==> src/asp_pkg.sv <==
// shared constants and carrier types for the audio serial port setup block
package asp_pkg;

   // register byte offsets on the avalon-mm slave
   localparam logic [7:0] ASP_SETUP_OFS  = 8'h0C;
   localparam logic [7:0] ASP_CLKDIV_OFS = 8'h10;
   localparam logic [7:0] ASP_FRAME_OFS  = 8'h20;
   localparam logic [7:0] ASP_TXDATA_OFS = 8'h24;
   localparam logic [7:0] ASP_RXDATA_OFS = 8'h28;
   localparam logic [7:0] ASP_STATUS_OFS = 8'h2C;

   // widths
   localparam int ASP_ADDR_W = 8;
   localparam int ASP_CFG_W  = 14;
   localparam int ASP_WORD_W = 16;
   localparam int ASP_DEPTH  = 8;
   localparam int ASP_LVL_W  = 4;

   // reset values
   localparam logic [13:0] ASP_CFG_RST    = 14'h0000;
   localparam logic [31:0] ASP_CLKDIV_RST = 32'h0000_0000;
   localparam logic [7:0]  ASP_FRAME_RST  = 8'h00;

   // status field positions
   localparam int ASP_ST_TXLVL_LSB = 0;
   localparam int ASP_ST_RXLVL_LSB = 8;
   localparam int ASP_ST_OVR_BIT   = 16;

   // setup register fields, msb first (bit 13 down to bit 0)
   typedef struct packed {
      logic common_sync; // 13
      logic rx_bclk_sep; // 12
      logic fsx_pol;     // 11
      logic fsr_pol;     // 10
      logic clkx_edge;   // 9
      logic clkr_edge;   // 8
      logic fsx_src;     // 7
      logic fsr_src;     // 6
      logic clkx_src;    // 5
      logic clkr_src;    // 4
      logic ena_tx;      // 3
      logic ena_rx;      // 2
      logic tx_stereo;   // 1
      logic mode_ac97;   // 0
   } asp_cfg_s;

   // levels arriving from the codec pins
   typedef struct packed {
      logic bclk_x;
      logic bclk_r;
      logic fs_x;
      logic fs_r;
      logic rxd;
   } asp_pin_in_s;

   // levels and output enables toward the codec pins
   typedef struct packed {
      logic bclk_x;
      logic bclk_x_oe;
      logic bclk_r;
      logic bclk_r_oe;
      logic fs_x;
      logic fs_x_oe;
      logic fs_r;
      logic fs_r_oe;
      logic txd;
      logic txd_oe;
   } asp_pin_out_s;

endpackage

==> src/asp_fifo.sv <==
// word fifo with valid/ready on both sides
`timescale 1ns/1ps
module asp_fifo #(
   parameter int WIDTH = 16,
   parameter int DEPTH = 8
) (
   // clock and reset
   input  wire logic                       clk_in,
   input  wire logic                       reset_n_in,
   // fill side
   input  wire logic                       in_valid_in,
   output logic                            in_ready_out,
   input  wire logic [WIDTH-1:0]           in_data_in,
   // drain side
   output logic                            out_valid_out,
   input  wire logic                       out_ready_in,
   output logic [WIDTH-1:0]                out_data_out,
   // fill level
   output logic [$clog2(DEPTH):0]          level_out
);
   localparam int AW = $clog2(DEPTH);
   localparam logic [AW:0] FULL_CNT = (AW+1)'(DEPTH);

   logic [WIDTH-1:0] mem [DEPTH];
   logic [AW:0]      wr_ptr;
   logic [AW:0]      rd_ptr;

   // occupancy and handshakes
   wire [AW:0] count = wr_ptr - rd_ptr;
   wire        push  = in_valid_in & (count != FULL_CNT);
   wire        pop   = out_ready_in & (count != '0);

   assign in_ready_out  = (count != FULL_CNT);
   assign out_valid_out = (count != '0);
   assign out_data_out  = mem[rd_ptr[AW-1:0]];
   assign level_out     = count;

   // storage, no reset needed
   always_ff @(posedge clk_in) begin
      if (push) begin
         mem[wr_ptr[AW-1:0]] <= in_data_in;
      end
   end

   // pointers
   always_ff @(posedge clk_in) begin
      if (!reset_n_in) begin
         wr_ptr <= '0;
         rd_ptr <= '0;
      end else begin
         if (push) wr_ptr <= wr_ptr + 1'b1;
         if (pop) rd_ptr <= rd_ptr + 1'b1;
      end
   end
endmodule

==> src/asp_setup.sv <==
// audio serial port: setup register, clock/sync generation and datapaths
// How it works
// - bit 12 clear: receive runs on transmit bit clock; set: own receive bit clock.
// - a shared bit clock is always the transmit bit clock.
// - bit 11 sets transmit sync polarity: internal active low, external inverted.
// - bit 10 sets receive sync polarity: internal active low, external inverted.
// - bit 9 picks the bit clock edge that moves transmit data and sync.
// - bit 8 picks the edge that moves receive sync and samples data.
// - bits 7 and 6 enable the sync pads; clear means codec drives sync.
// - bits 5 and 4 enable the bit clock pads; clear means codec drives.
// - clocks and syncs run whatever the datapath enables say.
// - bit 3 clear keeps transmit data floating; set pops and serializes words.
// - bit 2 clear ignores receive data; set deserializes and pushes words.
// - bit 1 sends one channel per frame, or one per half frame.
// - stereo select only counts in i2s operation.
// - bit 0 picks i2s (clear) or ac97 (set) operation.
// - common sync makes receive use transmit sync and transmit bit clock.
//
// Implementation choices: the register offsets and the Avalon-MM slave port.
`timescale 1ns/1ps
module asp_setup
   import asp_pkg::*;
(
   // clock and reset
   input  wire logic                  core_clk_in,
   input  wire logic                  reset_n_in,
   // avalon-mm slave
   input  wire logic [ASP_ADDR_W-1:0] avs_address_in,
   input  wire logic                  avs_read_in,
   input  wire logic                  avs_write_in,
   input  wire logic [31:0]           avs_writedata_in,
   input  wire logic [3:0]            avs_byteenable_in,
   output logic [31:0]                avs_readdata_out,
   output logic                       avs_waitrequest_out,
   // codec pins
   input  wire asp_pin_in_s           pins_in,
   output asp_pin_out_s               pins_out
);

   // ---------------- registers and bus state ----------------
   asp_cfg_s           cfg;
   logic [31:0]        clkdiv;
   logic [7:0]         frame_bits;
   logic               overrun;
   logic               wait_q;
   logic [31:0]        rdata_q;
   logic               rd_vld_q;

   // fifo wiring
   logic               tx_in_ready;
   logic               tx_out_valid;
   logic               tx_out_ready;
   logic [15:0]        tx_out_data;
   logic [ASP_LVL_W-1:0] tx_lvl;
   logic               rx_in_ready;
   logic               rx_out_valid;
   logic               rx_out_ready;
   logic [15:0]        rx_out_data;
   logic [ASP_LVL_W-1:0] rx_lvl;
   logic               rx_push;
   logic [15:0]        rx_sh;

   // address decode
   wire sel_setup  = (avs_address_in == ASP_SETUP_OFS);
   wire sel_clkdiv = (avs_address_in == ASP_CLKDIV_OFS);
   wire sel_frame  = (avs_address_in == ASP_FRAME_OFS);
   wire sel_txdata = (avs_address_in == ASP_TXDATA_OFS);
   wire sel_rxdata = (avs_address_in == ASP_RXDATA_OFS);
   wire sel_status = (avs_address_in == ASP_STATUS_OFS);

   // handshake: one cycle to arm, completion on the edge with waitrequest low
   wire req        = avs_read_in | avs_write_in;
   wire tx_blocked = avs_write_in & sel_txdata & ~tx_in_ready; // fifo full stalls the master
   wire arm        = req & wait_q & ~tx_blocked;
   wire done       = ~wait_q;
   wire wr_done    = done & avs_write_in;
   wire rd_done    = done & avs_read_in;

   // byte-lane merge for writable registers
   wire [31:0] be_mask = {{8{avs_byteenable_in[3]}}, {8{avs_byteenable_in[2]}},
                          {8{avs_byteenable_in[1]}}, {8{avs_byteenable_in[0]}}};
   wire [31:0] setup_rd   = {18'h00000, cfg};
   wire [31:0] frame_rd   = {24'h000000, frame_bits};
   wire [31:0] merge_set  = (setup_rd & ~be_mask) | (avs_writedata_in & be_mask);
   wire [31:0] merge_div  = (clkdiv & ~be_mask) | (avs_writedata_in & be_mask);
   wire [31:0] merge_frm  = (frame_rd & ~be_mask) | (avs_writedata_in & be_mask);
   wire [31:0] rx_rd      = rx_out_valid ? {16'h0000, rx_out_data} : 32'h0000_0000;
   wire [31:0] status_rd  = {15'h0000, overrun, 4'h0, rx_lvl, 4'h0, tx_lvl};

   // read data select, unmapped offsets read zero
   wire [31:0] rd_mux = sel_setup  ? setup_rd  :
                        sel_clkdiv ? clkdiv    :
                        sel_frame  ? frame_rd  :
                        sel_rxdata ? rx_rd     :
                        sel_status ? status_rd : 32'h0000_0000;

   // fifo strobes from the bus
   wire rx_ovf_evt = rx_push & ~rx_in_ready;
   assign rx_out_ready = rd_done & sel_rxdata & rd_vld_q;

   // bus answer: waitrequest drops for exactly one cycle per access
   always_ff @(posedge core_clk_in) begin
      if (!reset_n_in) begin
         wait_q   <= 1'b1;
         rdata_q  <= 32'h0000_0000;
         rd_vld_q <= 1'b0;
      end else if (done) begin
         wait_q   <= 1'b1;
      end else if (arm) begin
         wait_q   <= 1'b0;
         rdata_q  <= avs_read_in ? rd_mux : 32'h0000_0000;
         rd_vld_q <= rx_out_valid;
      end
   end

   // software registers, written on the completion edge
   always_ff @(posedge core_clk_in) begin
      if (!reset_n_in) begin
         cfg        <= asp_cfg_s'(ASP_CFG_RST);
         clkdiv     <= ASP_CLKDIV_RST;
         frame_bits <= ASP_FRAME_RST;
      end else if (wr_done) begin
         if (sel_setup) cfg <= asp_cfg_s'(merge_set[ASP_CFG_W-1:0]);
         if (sel_clkdiv) clkdiv <= merge_div;
         if (sel_frame) frame_bits <= merge_frm[7:0];
      end
   end

   // overrun sticky flag, a new event wins over a clear
   always_ff @(posedge core_clk_in) begin
      if (!reset_n_in) begin
         overrun <= 1'b0;
      end else if (rx_ovf_evt) begin
         overrun <= 1'b1;
      end else if (wr_done & sel_status & avs_writedata_in[ASP_ST_OVR_BIT]) begin
         overrun <= 1'b0;
      end
   end

   // ---------------- pin synchroniser ----------------
   asp_pin_in_s pin_meta;
   asp_pin_in_s pin_sync;

   // two flops before any logic reads a pin
   always_ff @(posedge core_clk_in) begin
      if (!reset_n_in) begin
         pin_meta <= '0;
         pin_sync <= '0;
      end else begin
         pin_meta <= pins_in;
         pin_sync <= pin_meta;
      end
   end

   // ---------------- per-direction clock and sync ----------------
   // index 0 is transmit, index 1 is receive
   wire [1:0]  clk_src  = {cfg.clkr_src, cfg.clkx_src};
   wire [1:0]  edge_pol = {cfg.clkr_edge, cfg.clkx_edge};
   wire [1:0]  fs_pol   = {cfg.fsr_pol, cfg.fsx_pol};
   wire [1:0]  fs_src   = {cfg.fsr_src, cfg.fsx_src};
   wire [1:0]  clk_pin  = {pin_sync.bclk_r, pin_sync.bclk_x};
   wire [1:0]  fs_pin   = {pin_sync.fs_r, pin_sync.fs_x};
   wire [7:0]  half     = {1'b0, frame_bits[7:1]};
   wire        ac97     = cfg.mode_ac97;
   wire        stereo   = cfg.tx_stereo & ~cfg.mode_ac97;
   wire        rx_share = ~cfg.rx_bclk_sep | cfg.common_sync;

   logic [1:0] gen_clk;
   logic [1:0] src_clk;
   logic [1:0] bclk;
   logic [1:0] act;
   logic [1:0] fs_raw;
   logic [1:0] fs_eff;
   logic [1:0] fs_pad;
   logic [1:0] start;
   logic [1:0] mid;

   // receive clock and sync may be taken from the transmit side
   assign bclk[0]   = src_clk[0];
   assign bclk[1]   = rx_share ? src_clk[0] : src_clk[1];
   assign fs_eff[0] = fs_raw[0];
   assign fs_eff[1] = cfg.common_sync ? fs_raw[0] : fs_raw[1];

   for (genvar d = 0; d < 2; d++) begin : g_dir
      logic [15:0] div_cnt;
      logic        gen_q;
      logic        bclk_q;
      logic        fs_q;
      logic [7:0]  fcnt;

      wire [15:0] div_val  = (d == 0) ? clkdiv[15:0] : clkdiv[31:16];
      wire        div_wrap = ({1'b0, div_cnt} + 17'h00001) >= {1'b0, div_val};
      wire        rise     = bclk[d] & ~bclk_q;
      wire        fall     = ~bclk[d] & bclk_q;
      wire        f_wrap   = ({1'b0, fcnt} + 9'h001) >= {1'b0, frame_bits};
      wire        fs_int   = ac97 ? (fcnt == 8'h00) : (fcnt < half);

      assign gen_clk[d] = gen_q;
      assign src_clk[d] = clk_src[d] ? gen_q : clk_pin[d];
      assign act[d]     = edge_pol[d] ? fall : rise;
      assign fs_pad[d]  = fs_int ^ fs_pol[d];
      assign fs_raw[d]  = fs_src[d] ? fs_int : (fs_pin[d] ^ fs_pol[d]);
      assign start[d]   = act[d] & fs_eff[d] & ~fs_q;
      assign mid[d]     = act[d] & ~fs_eff[d] & fs_q;

      // bit clock divider, free of the datapath enables
      always_ff @(posedge core_clk_in) begin
         if (!reset_n_in) begin
            div_cnt <= 16'h0000;
            gen_q   <= 1'b0;
         end else if (!clk_src[d]) begin
            div_cnt <= 16'h0000;
            gen_q   <= 1'b0;
         end else if (div_wrap) begin
            div_cnt <= 16'h0000;
            gen_q   <= ~gen_q;
         end else begin
            div_cnt <= div_cnt + 16'h0001;
         end
      end

      // edge detect, frame counter and sync history on the active edge
      always_ff @(posedge core_clk_in) begin
         if (!reset_n_in) begin
            bclk_q <= 1'b0;
            fs_q   <= 1'b0;
            fcnt   <= 8'h00;
         end else begin
            bclk_q <= bclk[d];
            if (act[d]) begin
               fs_q <= fs_eff[d];
               fcnt <= f_wrap ? 8'h00 : fcnt + 8'h01;
            end
         end
      end
   end

   // ---------------- transmit serializer ----------------
   logic [15:0] tx_sh;
   logic        tx_bit;

   wire        tx_load = start[0] | (stereo & mid[0]);
   wire [15:0] tx_word = tx_out_valid ? tx_out_data : 16'h0000;
   assign tx_out_ready = tx_load & cfg.ena_tx;

   // msb first, one bit per active transmit edge
   always_ff @(posedge core_clk_in) begin
      if (!reset_n_in) begin
         tx_sh  <= 16'h0000;
         tx_bit <= 1'b0;
      end else if (!cfg.ena_tx) begin
         tx_sh  <= 16'h0000;
         tx_bit <= 1'b0;
      end else if (tx_load) begin
         tx_bit <= tx_word[15];
         tx_sh  <= {tx_word[14:0], 1'b0};
      end else if (act[0]) begin
         tx_bit <= tx_sh[15];
         tx_sh  <= {tx_sh[14:0], 1'b0};
      end
   end

   asp_fifo #(
      .WIDTH (ASP_WORD_W),
      .DEPTH (ASP_DEPTH)
   ) u_tx_fifo (
      .clk_in        (core_clk_in),
      .reset_n_in    (reset_n_in),
      .in_valid_in   (wr_done & sel_txdata),
      .in_ready_out  (tx_in_ready),
      .in_data_in    (avs_writedata_in[15:0]),
      .out_valid_out (tx_out_valid),
      .out_ready_in  (tx_out_ready),
      .out_data_out  (tx_out_data),
      .level_out     (tx_lvl)
   );

   // ---------------- receive deserializer ----------------
   logic [4:0] rx_cnt;

   wire       rx_run  = (rx_cnt != 5'h00) & (rx_cnt < 5'h10);
   wire       rx_take = act[1] & cfg.ena_rx & (start[1] | rx_run);
   wire [4:0] rx_next = start[1] ? 5'h01 : rx_cnt + 5'h01;

   // word complete after sixteen samples, pushed one cycle later
   always_ff @(posedge core_clk_in) begin
      if (!reset_n_in) begin
         rx_sh   <= 16'h0000;
         rx_cnt  <= 5'h00;
         rx_push <= 1'b0;
      end else if (!cfg.ena_rx) begin
         rx_cnt  <= 5'h00;
         rx_push <= 1'b0;
      end else begin
         rx_push <= rx_take & (rx_next == 5'h10);
         if (rx_take) begin
            rx_sh  <= {rx_sh[14:0], pin_sync.rxd};
            rx_cnt <= rx_next;
         end
      end
   end

   asp_fifo #(
      .WIDTH (ASP_WORD_W),
      .DEPTH (ASP_DEPTH)
   ) u_rx_fifo (
      .clk_in        (core_clk_in),
      .reset_n_in    (reset_n_in),
      .in_valid_in   (rx_push),
      .in_ready_out  (rx_in_ready),
      .in_data_in    (rx_sh),
      .out_valid_out (rx_out_valid),
      .out_ready_in  (rx_out_ready),
      .out_data_out  (rx_out_data),
      .level_out     (rx_lvl)
   );

   // ---------------- pin outputs ----------------
   asp_pin_out_s next_pins;

   // pad levels and enables, all registered below
   always_comb begin
      next_pins.bclk_x    = gen_clk[0];
      next_pins.bclk_x_oe = cfg.clkx_src;
      next_pins.bclk_r    = gen_clk[1];
      next_pins.bclk_r_oe = cfg.clkr_src;
      next_pins.fs_x      = fs_pad[0];
      next_pins.fs_x_oe   = cfg.fsx_src;
      next_pins.fs_r      = fs_pad[1];
      next_pins.fs_r_oe   = cfg.fsr_src;
      next_pins.txd       = tx_bit;
      next_pins.txd_oe    = cfg.ena_tx;
   end

   always_ff @(posedge core_clk_in) begin
      if (!reset_n_in) begin
         pins_out <= '0;
      end else begin
         pins_out <= next_pins;
      end
   end

   assign avs_readdata_out    = rdata_q;
   assign avs_waitrequest_out = wait_q;

endmodule

==> config.mk <==
export PLATFORM = sky130hd
export DESIGN_NAME = asp_setup
export DESIGN_NICKNAME = d
export VERILOG_FILES = /design/src/asp_pkg.sv /design/src/asp_fifo.sv /design/src/asp_setup.sv
export SDC_FILE = /design/constraint.sdc
export NUM_CORES = 1
export LEC_CHECK = 0
export ABC_CLOCK_PERIOD_IN_PS = 3500
export BUFFER_PORTS_ARGS = -buffer_cell sky130_fd_sc_hd__buf_2
export CAP_MARGIN = 0
export CORE_MARGIN = 5
export CORE_UTILIZATION = 35
export CTS_CLUSTER_DIAMETER = 30
export CTS_CLUSTER_SIZE = 16
export DETAILED_ROUTE_END_ITERATION = 8
export PLACE_DENSITY_LB_ADDON = 0.1
export SYNTH_ARGS = -nofsm -noshare
export SYNTH_HDL_FRONTEND = slang
export SYNTH_SLANG_ARGS = --single-unit
==> constraint.sdc <==
create_clock -name core_clk_in -period 3.5 [get_ports core_clk_in]
set_input_delay 0.7 -clock core_clk_in [delete_from_list [all_inputs] [get_ports core_clk_in]]
set_output_delay 0.7 -clock core_clk_in [all_outputs]
set_load 0.01 [all_outputs]
* After elaboration in Yosys (flattened, before gate mapping)
Memories as Yosys holds them, arrays and structs flattened. A register that Yosys moved wholly into a read port is not among the register bits. Index checks and enable logic that the tools add are counted.
Cells by class: add/sub/neg operators 15, order comparisons 7, equal/unequal tests 9, muxes and demuxes 36, bitwise operators 67, reduce and logical (&&, ||, !) cells 19
Operators with widths (count):
- two-way mux 32 bit | 3
- AND 32 bit | 2
- two-way mux 16 bit | 4
- two-way mux 17 bit | 3
- adder 16 x 1 -> 17 bit, second input constant | 2
- >= comparator 17 x 16 -> 1 bit | 2
- AND 1 bit | 33
- adder 16 x 1 -> 16 bit, second input constant | 2
- equality test 8 x 6 -> 1 bit, second input constant | 4
- NOT 32 bit | 1
- bitwise OR 32 bit | 1
- AND reduction 2 bit | 10
- two-way mux 1 bit | 19
- adder 8 x 1 -> 9 bit, second input constant | 2
- >= comparator 9 x 8 -> 1 bit | 2
- NOT 1 bit | 18
- adder 4 x 1 -> 4 bit, second input constant | 4
- adder 8 x 1 -> 8 bit, second input constant | 2
- zero test 8 bit | 2
- less-than comparator 8 x 7 -> 1 bit | 2
- two-way mux 8 bit | 2
- AND 14 bit | 1
- bitwise OR 14 bit | 1
- two-way mux 3 bit | 4
- other kinds (16) | 27
Word-level totals: register bits after elaboration 217, bits in writable memories 256, logic and storage cells 214, memories kept 2
Memory list:
- u_rx_fifo.mem | depth 8, bits a word 16, read ports 1, clocked after memory_dff 1, wr ports 1, line asp_fifo.sv:24 | logic [WIDTH-1:0] mem [DEPTH];
- u_tx_fifo.mem | depth 8, bits a word 16, read ports 1, clocked after memory_dff 1, wr ports 1, line asp_fifo.sv:24

* Longest topological paths before layout
Gate-level depths: netlist (run 1).
depth after elaboration 12, mapped depth 14

* Hierarchy
From an unflattened synthesis (run 1), not the netlist that was laid out.
Unflattened totals: cells, all modules 1648, area total of the unflattened synthesis 21149.0 um^2
By module, submodules not included:
- asp_fifo | times used 2, cells an instance 269, area an instance 5527.8 um^2
- asp_setup | times used 1, cells an instance 1110, area an instance 10093.4 um^2

* Worst setup path after synthesis (run 1)
No wires, ideal clock.
path type reg-to-reg, from register u_rx_fifo.rd_ptr[0], to memory u_rx_fifo.mem[4][0], enable pin, setup time 0.413 ns, arrival 2.955 ns, data required time 3.087 ns, slack 0.132 ns, cell stages (with the launch flop) 9, path buffers 0, cell sequence dfxtp_1 ha_1 inv_1 fa_1 xnor2_1 nand3b_1 o21ai_0 nand2b_1 nor3b_1
Between the ends: word-level cells in the longest chain between the ends 5
RTL lines:
- from (decl) | line asp_fifo.sv:26 | logic [AW:0] rd_ptr;
- from (signal assigned) | line asp_fifo.sv:52 | if (pop) rd_ptr <= rd_ptr + 1'b1;
- subtractor 4 bit | line asp_fifo.sv:29 | wire [AW:0] count = wr_ptr - rd_ptr;
- != test 4 bit | line asp_fifo.sv:30 | wire push = in_valid_in & (count != FULL_CNT);
- AND 1 bit | line asp_fifo.sv:30
- two-way mux 1 bit | line asp_fifo.sv:40 | if (push) begin
- two-way mux 1 bit (not written as such) | line asp_fifo.sv:41 | mem[wr_ptr[AW-1:0]] <= in_data_in;
- to (decl) | line asp_fifo.sv:24
No other way between the ends.

* Final worst setup path (run 1)
from register g_dir[1].div_cnt[0], to register g_dir[1].div_cnt[5]
Between the ends: word-level cells in the longest chain between the ends 3, elaborated cells on any way between the ends 4, those cells by class 2 x add/sub; 1 x order compare; 1 x reduce/logical
RTL lines:
- from (decl) | line asp_setup.sv:185 | logic [15:0] div_cnt;
- from (signal assigned) | line asp_setup.sv:218 | div_cnt <= div_cnt + 16'h0001;
- adder 16 x 1 -> 17 bit | line asp_setup.sv:192 | wire div_wrap = ({1'b0, div_cnt} + 17'h00001) >= {1'b0, div_val};
- >= comparator 17 x 16 -> 1 bit | line asp_setup.sv:192
- OR reduction 3 bit (no source line)
Parallel ways exist; a longest one is shown, timed or not. A chain may end at the register's enable or synchronous reset.

==> summary.txt, run 1 <==
STA
  • Worst-Margin Slew: 952 ps
  • Ratio of final minimum period to clock period: 0.895
  • Slew Limit Headroom: 0.365
  • Hold Fails Final Rpt: 0
  • RSZ-0062 raised after global routing: false
  • Setup violators final: 0
  • Clock skew: 25.6 ps
  • Max-slew violations: 0
  • Final min period: 3130 ps
  • Setup TNS: 0 ps
  • F_max: 319 MHz

Logic synthesis
  • Number of synthesized flops with an enable pin: between 200 and 300
  • Top-area cell type share of the netlist area: 0.373
  • Post-synth ARST share: 0
  • Main synth FF type: edfxtp_1
  • Synth Register Bits: 479
  • Syn nets: 1,728
  • Synth Area per Inst: 12.9 um2
  • Synth top area cells: edfxtp_1 (37%), dfxtp_1 (22%), mux4_2 (7.0%), mux2i_1 (4.8%), ha_1 (4.7%)
  • Yosys top cell by area: edfxtp_1
  • YS warnings: 0
  • Sequential-to-total area share from yosys stat: 0.589
  • Post-synth cell types: 83
  • Synth Instances: 1,595
  • Mapped Area: roughly 0.021 mm2

Drt
  • DR vias/cell: 4.99
  • Post-detailed-route wirelength per cell: 20.5 um
  • Drt pass-1 iters: 4
  • # DRC: 0
  • DR vias: 13.3k
  • Starting DRT DRC Count: 701
  • Routed WL: 54,500 um
  • Final ANT Viol Nets: 0

CTS
  • CTS Sinks: 479
  • Resized Gates After CTS: 0
  • Clock-pin slew of the registers on the worst-case setup and hold paths: 50 ps
  • Post-CTS Setup Repair Bufs: 0
  • CTS hold repair buffers: 0
  • Worst-Skew Late Latency: 640 ps
  • CTS Root Cell: clkbuf_16
  • Total CTS buffers: 107
  • CTS Buffer Depth: 3
  • CTS H-tree depth: 3
  • TritonCTS clock tree: built

Power
  • Pwr dens: slightly above 600 mW/mm2
  • VDD IR-drop max: approximately 400 uV
  • Pleak: 9.65 nW

Global routing
  • GRT overflow: 0
  • Global-route wire length before repair: 83,500 um
  • Total GRT Usage: 0.171
  • Initial antenna violation count: 5
  • Vias in the first global route: 13.8k
  • Largest net degree at the start of global routing: 63

Placement
  • Port-buffer cells: 95
  • Placed cell areas: 0.0223 mm2
  • Post-Place Cells: 2,454
  • Final GP Congestion: 0.801
  • DP HPWL: 37,100 um

Cells and area
  • Layout Cells excl Fill: 2,659
  • Area grow syn2layout: 26.1%
  • Most frequent cells in the layout: edfxtp_1 (256), dfxtp_1 (221), nor2_1 (123), nand2_1 (116), clkbuf_16 (110)
  • FILL cells: 5,430
  • Layout cells sized above 1: 0.238
  • Most common cell after layout, fill and taps aside: edfxtp_1
  • Nets: 1,923
  • Final instance area: 0.0260 mm2

Die
  • DIE AREA: around 0.064 mm2
  • Initial core utilization: 0.351
  • Die H: 253 um
  • Die Wd: between 200 and 300 um
  • Row cnt: 89
  • I/O pins: between 90 and 100
  • Core area: between 0.05 and 0.06 mm2

Job
  • Max_cap viols: 0

Critical path
  • Critical Path RT: 4030 ps
  • Worst path arrival time: 3660 ps
  • Startpoint types: register
  • Crit end category: register
  • CP max FO: 10
  • CP Class: register to register

Status
  • Status: complete, no violations

Worst hold path
  • Hold crit path type: primary input to register
where the power goes:
group | internal (W) | switching (W)
sequential | 0.00591 | 0.00000441
combinational | 0.0000527 | 0.000143
clock | 0.00693 | 0.00315
through the flow:
stage	setup WS [ps]	hold WS (ps)	total power [W]	util
after global routing	12.2	289	0.0167	0.443
after global placement	399	421	0.00621	0.380
after CTS	254	257	0.0164	0.443
after detailed placement	304	425	0.00622	0.380
after floorplan	132	412	0.00609	-
final	369	300	0.0162	0.443
final cells by class:
| cell class | instances | area [um2] | area share |
|---|---|---|---|
| diodes | 4 | 10.0 | 0.000385 |
| clock buffers | 133 | 2930 | 0.113 |
| repair buffers | 147 | 903 | 0.0347 |
| clock inverters | 68 | 783 | 0.0301 |
| inverters | 63 | 236 | 0.00909 |
| well taps | 773 | 967 | 0.0372 |
| multi-input cells | 992 | 8020 | 0.308 |
| flip-flops and latches | 479 | 12200 | 0.467 |
routing by layer:
layer / up-vias / part of all wire / GRT usage
met1: 6552 / 0.45 / 0.226
met5: - / 0.00051 / 0
met2: 220 / 0.48 / 0.277
met3: 89 / 0.044 / 0.0381
li1: 6401 / - / -
met4: 4 / 0.024 / 0.0646
kinds of logic (layout without fill, tap and decap cells):
kind of cell,after synthesis,after routing,synth area share
xor gates and xnor gates,57,57,0.0242
other,0,4,0
buffers and inverters,124,411,0.0247
muxes,182,182,0.129
DFF,479,479,0.589
AOI/OAI and AO/OA,215,215,0.0715
and+or+nand+nor,458,458,0.112
adders and majority gates,80,80,0.0493
Yosys cell counts, types with 4 or more instances:
| cell type | count |
|---|---|
| buf_1 | 4 |
| edfxtp_1 | 256 |
| a22o_1 | 24 |
| o31ai_1 | 4 |
| nand2_1 | 117 |
| inv_1 | 63 |
| a32oi_1 | 16 |
| ha_1 | 78 |
| and2_1 | 27 |
| nor3_1 | 11 |
| o211ai_1 | 6 |
| a22oi_1 | 7 |
| clkbuf_1 | 37 |
| nor2b_1 | 12 |
| a31oi_1 | 4 |
| mux2_2 | 16 |
| and3_1 | 39 |
| nor4b_1 | 4 |
| mux4_2 | 64 |
| nand2b_1 | 22 |
| o21ai_0 | 56 |
| buf_2 | 14 |
| mux2i_1 | 99 |
| xnor2_1 | 34 |
| a211oi_1 | 5 |
| nand4_1 | 12 |
| a21o_1 | 7 |
| dfxtp_1 | 223 |
| nand3_1 | 39 |
| nor3b_1 | 13 |
| nor2_1 | 127 |
| o21ai_1 | 8 |
| nand3b_1 | 4 |
| a21oi_1 | 38 |
| buf_4 | 5 |
| o22ai_1 | 8 |
| xor2_1 | 23 |
worst max-delay path, cell delays in order (launching register included):
cell and delay (ps):
dfxtp_1 410, ha_1 240, nand3_1 220, nor2_1 180
xor2_1 230, ha_1 280, a211oi_1 210, o21bai_1 120
a2111oi_0 380, a211oi_1 150, nor2_1 190, nand2_2 180
nor3b_1 260
path summary, 6_finish.rpt:
path | slack (ps) | start | end | depth (start not counted)
min reg2reg | 430 | pin_meta[0] | pin_sync[0] | 1
min | 300 | pins_in[1] | pin_meta[1] | 2
max | 370 | g_dir[1].div_cnt[0] | g_dir[1].div_cnt[5] | 12
max reg2reg | 370 | g_dir[1].div_cnt[0] | g_dir[1].div_cnt[5] | 12
(Power assumes the default switching activity.)
==> run 2, diff against run 1 <==
--- a/config.mk
+++ b/config.mk
@@ -9,11 +9,11 @@
 export BUFFER_PORTS_ARGS = -buffer_cell sky130_fd_sc_hd__buf_2
 export CAP_MARGIN = 0
 export CORE_MARGIN = 5
-export CORE_UTILIZATION = 35
+export CORE_UTILIZATION = 41
 export CTS_CLUSTER_DIAMETER = 30
 export CTS_CLUSTER_SIZE = 16
 export DETAILED_ROUTE_END_ITERATION = 8
-export PLACE_DENSITY_LB_ADDON = 0.1
+export MAX_ROUTING_LAYER = met4
 export SYNTH_ARGS = -nofsm -noshare
 export SYNTH_HDL_FRONTEND = slang
 export SYNTH_SLANG_ARGS = --single-unit
==> run 2 against run 1 <==
Worst setup slack got worse by 36 ps. First-iteration DRC count rose by 30%. Via count rose by 2.3%. Core utilization rose by 7.5 points. Non-clock buffer count fell by 2. Fmax fell by 1.1%. Register-to-register slack got worse by 40 ps. Total power rose by 0.39%. Routed wire length fell by 5.9%. Highest routed layer is now met4.
==> summary.txt, run 2 (synthesized netlist as in run 1, its figures left out) <==
Die
  • I/O pins: 96 (unchanged)
  • DIE AREA: 0.0549 mm2 (-14%)
  • Initial core utilization: 0.413 (+0.0613)
  • Row cnt: 82 (-7.9%)
  • Core area: 0.0500 mm2 (-15%)
  • Die Wd: 234 um (-7.3%)
  • Die H: 234 um (-7.3%)

Drt
  • # DRC: 0 (unchanged)
  • Final ANT Viol Nets: 0 (unchanged)
  • DR vias: 13.6k (+2.3%)
  • Starting DRT DRC Count: 910 (+30%)
  • DR vias/cell: 5.32 (+6.6%)
  • Post-detailed-route wirelength per cell: 20.1 um (-2.0%)
  • Drt pass-1 iters: 5 (+1)
  • Routed WL: 51,200 um (-5.9%)

Cells and area
  • Layout Cells excl Fill: 2,553 (-4.0%)
  • Most common cell after layout, fill and taps aside: edfxtp_1
  • Register Area: 0.0122 mm2 (unchanged)
  • Layout cells sized above 1: 0.235 (-0.00350)
  • Most frequent cells in the layout: edfxtp_1 (256), dfxtp_1 (221), nor2_1 (126), nand2_1 (116), clkbuf_16 (107)
  • FILL cells: 4,274 (-21%)
  • Nets: 1,919 (-0.21%)
  • Multi-input gate area: 0.00802 mm2 (about the same)
  • Final instance area: 0.0259 mm2 (-0.51%)
  • Post-route core utilization: 0.518 (+0.0747)
  • Area grow syn2layout: 25.5%

STA
  • F_max: 316 MHz (-1.1%)
  • Ratio of final minimum period to clock period: 0.905 (+0.0102)
  • Setup violators final: 0 (unchanged)
  • Clock skew: 28.9 ps (+3.33 ps)
  • Max-slew violations: 0 (unchanged)
  • Final min period: 3170 ps (+35.6 ps)
  • Worst-Margin Slew: 912 ps (-39.1 ps)
  • Hold Fails Final Rpt: 0 (unchanged)
  • RSZ-0062 raised after global routing: false
  • Slew Limit Headroom: 0.391 (+0.0261)
  • Setup TNS: 0 ps (unchanged)
  • Hold Slack: 279 ps (-21.1 ps)

CTS
  • TritonCTS clock tree: built
  • Clock-pin slew of the registers on the worst-case setup and hold paths: 50 ps (about the same)
  • CTS Root Cell: clkbuf_16
  • Total CTS buffers: 105 (-1.9%)
  • CTS Sinks: 479 (unchanged)
  • Post-CTS Setup Repair Bufs: 0 (unchanged)
  • Worst-Skew Late Latency: 640 ps (about the same)
  • CTS Buffer Depth: 3 (unchanged)
  • CTS H-tree depth: 3 (unchanged)

Power
  • Pwr dens: 629 mW/mm2 (+0.90%)
  • VDD IR-drop max: 546 uV (+40%)
  • Pleak: 9.60 nW (-0.46%)

Critical path
  • Worst Reg-to-Reg Cells: 14 (+2)
  • Worst path arrival time: 3730 ps (+70 ps)
  • CP max FO: 18 (+8)
  • Crit end category: register
  • CP max stage delay: 410 ps (about the same)
  • R2R Path End: g_dir[0].gen_q
  • Startpoint types: register
  • Critical Path, Cell by Cell: ha_1 -> and2_1 -> and4_1 -> nand3_1 -> xnor2_1 -> ha_1 -> a21oi_1 -> o21ai_0 -> a2111oi_0 -> a21oi_1 -> o21ai_1 -> buf_4 -> nand3_1 -> a21oi_1
  • CP Class: register to register
  • Crit Reg-Reg Startpoint: g_dir[0].div_cnt[0]
  • Most frequent CP cell: a21oi_1
  • Worst reg2reg setup slack: 330 ps (-40 ps)
  • Critical Path RT: 4060 ps (+30 ps)
  • Cell family contributing the most delay on the critical path: compound AO/OA/AOI/OAI gates
  • Worst path bufs/invs: 1 (+1)
  • Slowest cell on crit path: dfxtp_1

Worst hold path
  • Hold Crit Start: pins_in[4]
  • Hold crit path type: primary input to register
  • Hold depth: 2 (unchanged)
  • Hold Path End: pin_meta[4]

Job
  • Max_cap viols: 0 (unchanged)

Placement
  • Placed cell areas: 0.0221 mm2 (-0.67%)
  • Port-buffer cells: 95 (unchanged)
  • Final GP Congestion: 0.922 (+15%)
  • DP HPWL: 34,500 um (-7.0%)
  • Post-Place Cells: 2,351 (-4.2%)

Global routing
  • Total GRT Usage: 0.193 (+0.0219)
  • Vias in the first global route: 13.9k (+0.97%)
  • Largest net degree at the start of global routing: 59 (-6.3%)
  • Global-route wire length before repair: 79,100 um (-5.3%)
  • GRT overflow: 0 (unchanged)
  • Initial antenna violation count: 5 (unchanged)

Status
  • Status: complete, no violations
-- run 2: layer usage --
layer	track usage	up-vias	wire [um]
li1	-	6378	-
met1	0.240	6725	22000
met2	0.306	361	24400
met3	0.0433	113	3100
met4	0.0806	0	1760
met5	-	-	0
-- run 2: cell type report --
class                      count  area share
clock buffer                 129       0.109
antenna                        5    0.000484
clock inverter                68      0.0350
sequential                   479       0.470
inverter                      63     0.00914
tap                          672      0.0325
timing repair buffer         145      0.0343
multi-input combinational    992       0.310
-- run 2: worst max-delay path by stage --
stage / startpoint / endpoint / slack, ps / depth (start not counted)
2_1_floorplan: u_rx_fifo.rd_ptr[0] / u_rx_fifo.mem[4][0] / 130 / 8
3_3_place_gp: g_dir[0].div_cnt[0] / g_dir[0].gen_q / 460 / 14
3_5_place_dp: g_dir[1].div_cnt[0] / g_dir[1].div_cnt[7] / 360 / 12
4_1_cts: g_dir[1].div_cnt[0] / g_dir[1].div_cnt[3] / 220 / 12
5_1_grt: g_dir[1].div_cnt[0] / g_dir[1].div_cnt[3] / 30 / 12
6_report: g_dir[0].div_cnt[0] / g_dir[0].gen_q / 330 / 14
-- run 2: metrics by stage --
| stage | total power, W | setup WS [ps] |
|---|---|---|
| 2_1_floorplan | 0.00609 | 132 |
| 3_3_place_gp | 0.00621 | 456 |
| 3_5_place_dp | 0.00621 | 358 |
| 4_1_cts | 0.0164 | 217 |
| 5_1_grt | 0.0167 | 26.8 |
| 6_report | 0.0163 | 334 |
-- run 2: where the power goes --
part           switching, W  leakage (nW)  total [W]  internal [W]
clock               0.00317          1.79     0.0102       0.00698
combinational      0.000137          3.91   0.000190     0.0000532
sequential       0.00000547          3.91    0.00592       0.00591
-- run 2: repair_timing --
item                                   CTS  global route
setup endpoints to repair                0            10
hold buffers                             0             0
endpoints found under the hold margin    0             0
gates resized for setup                  0             3
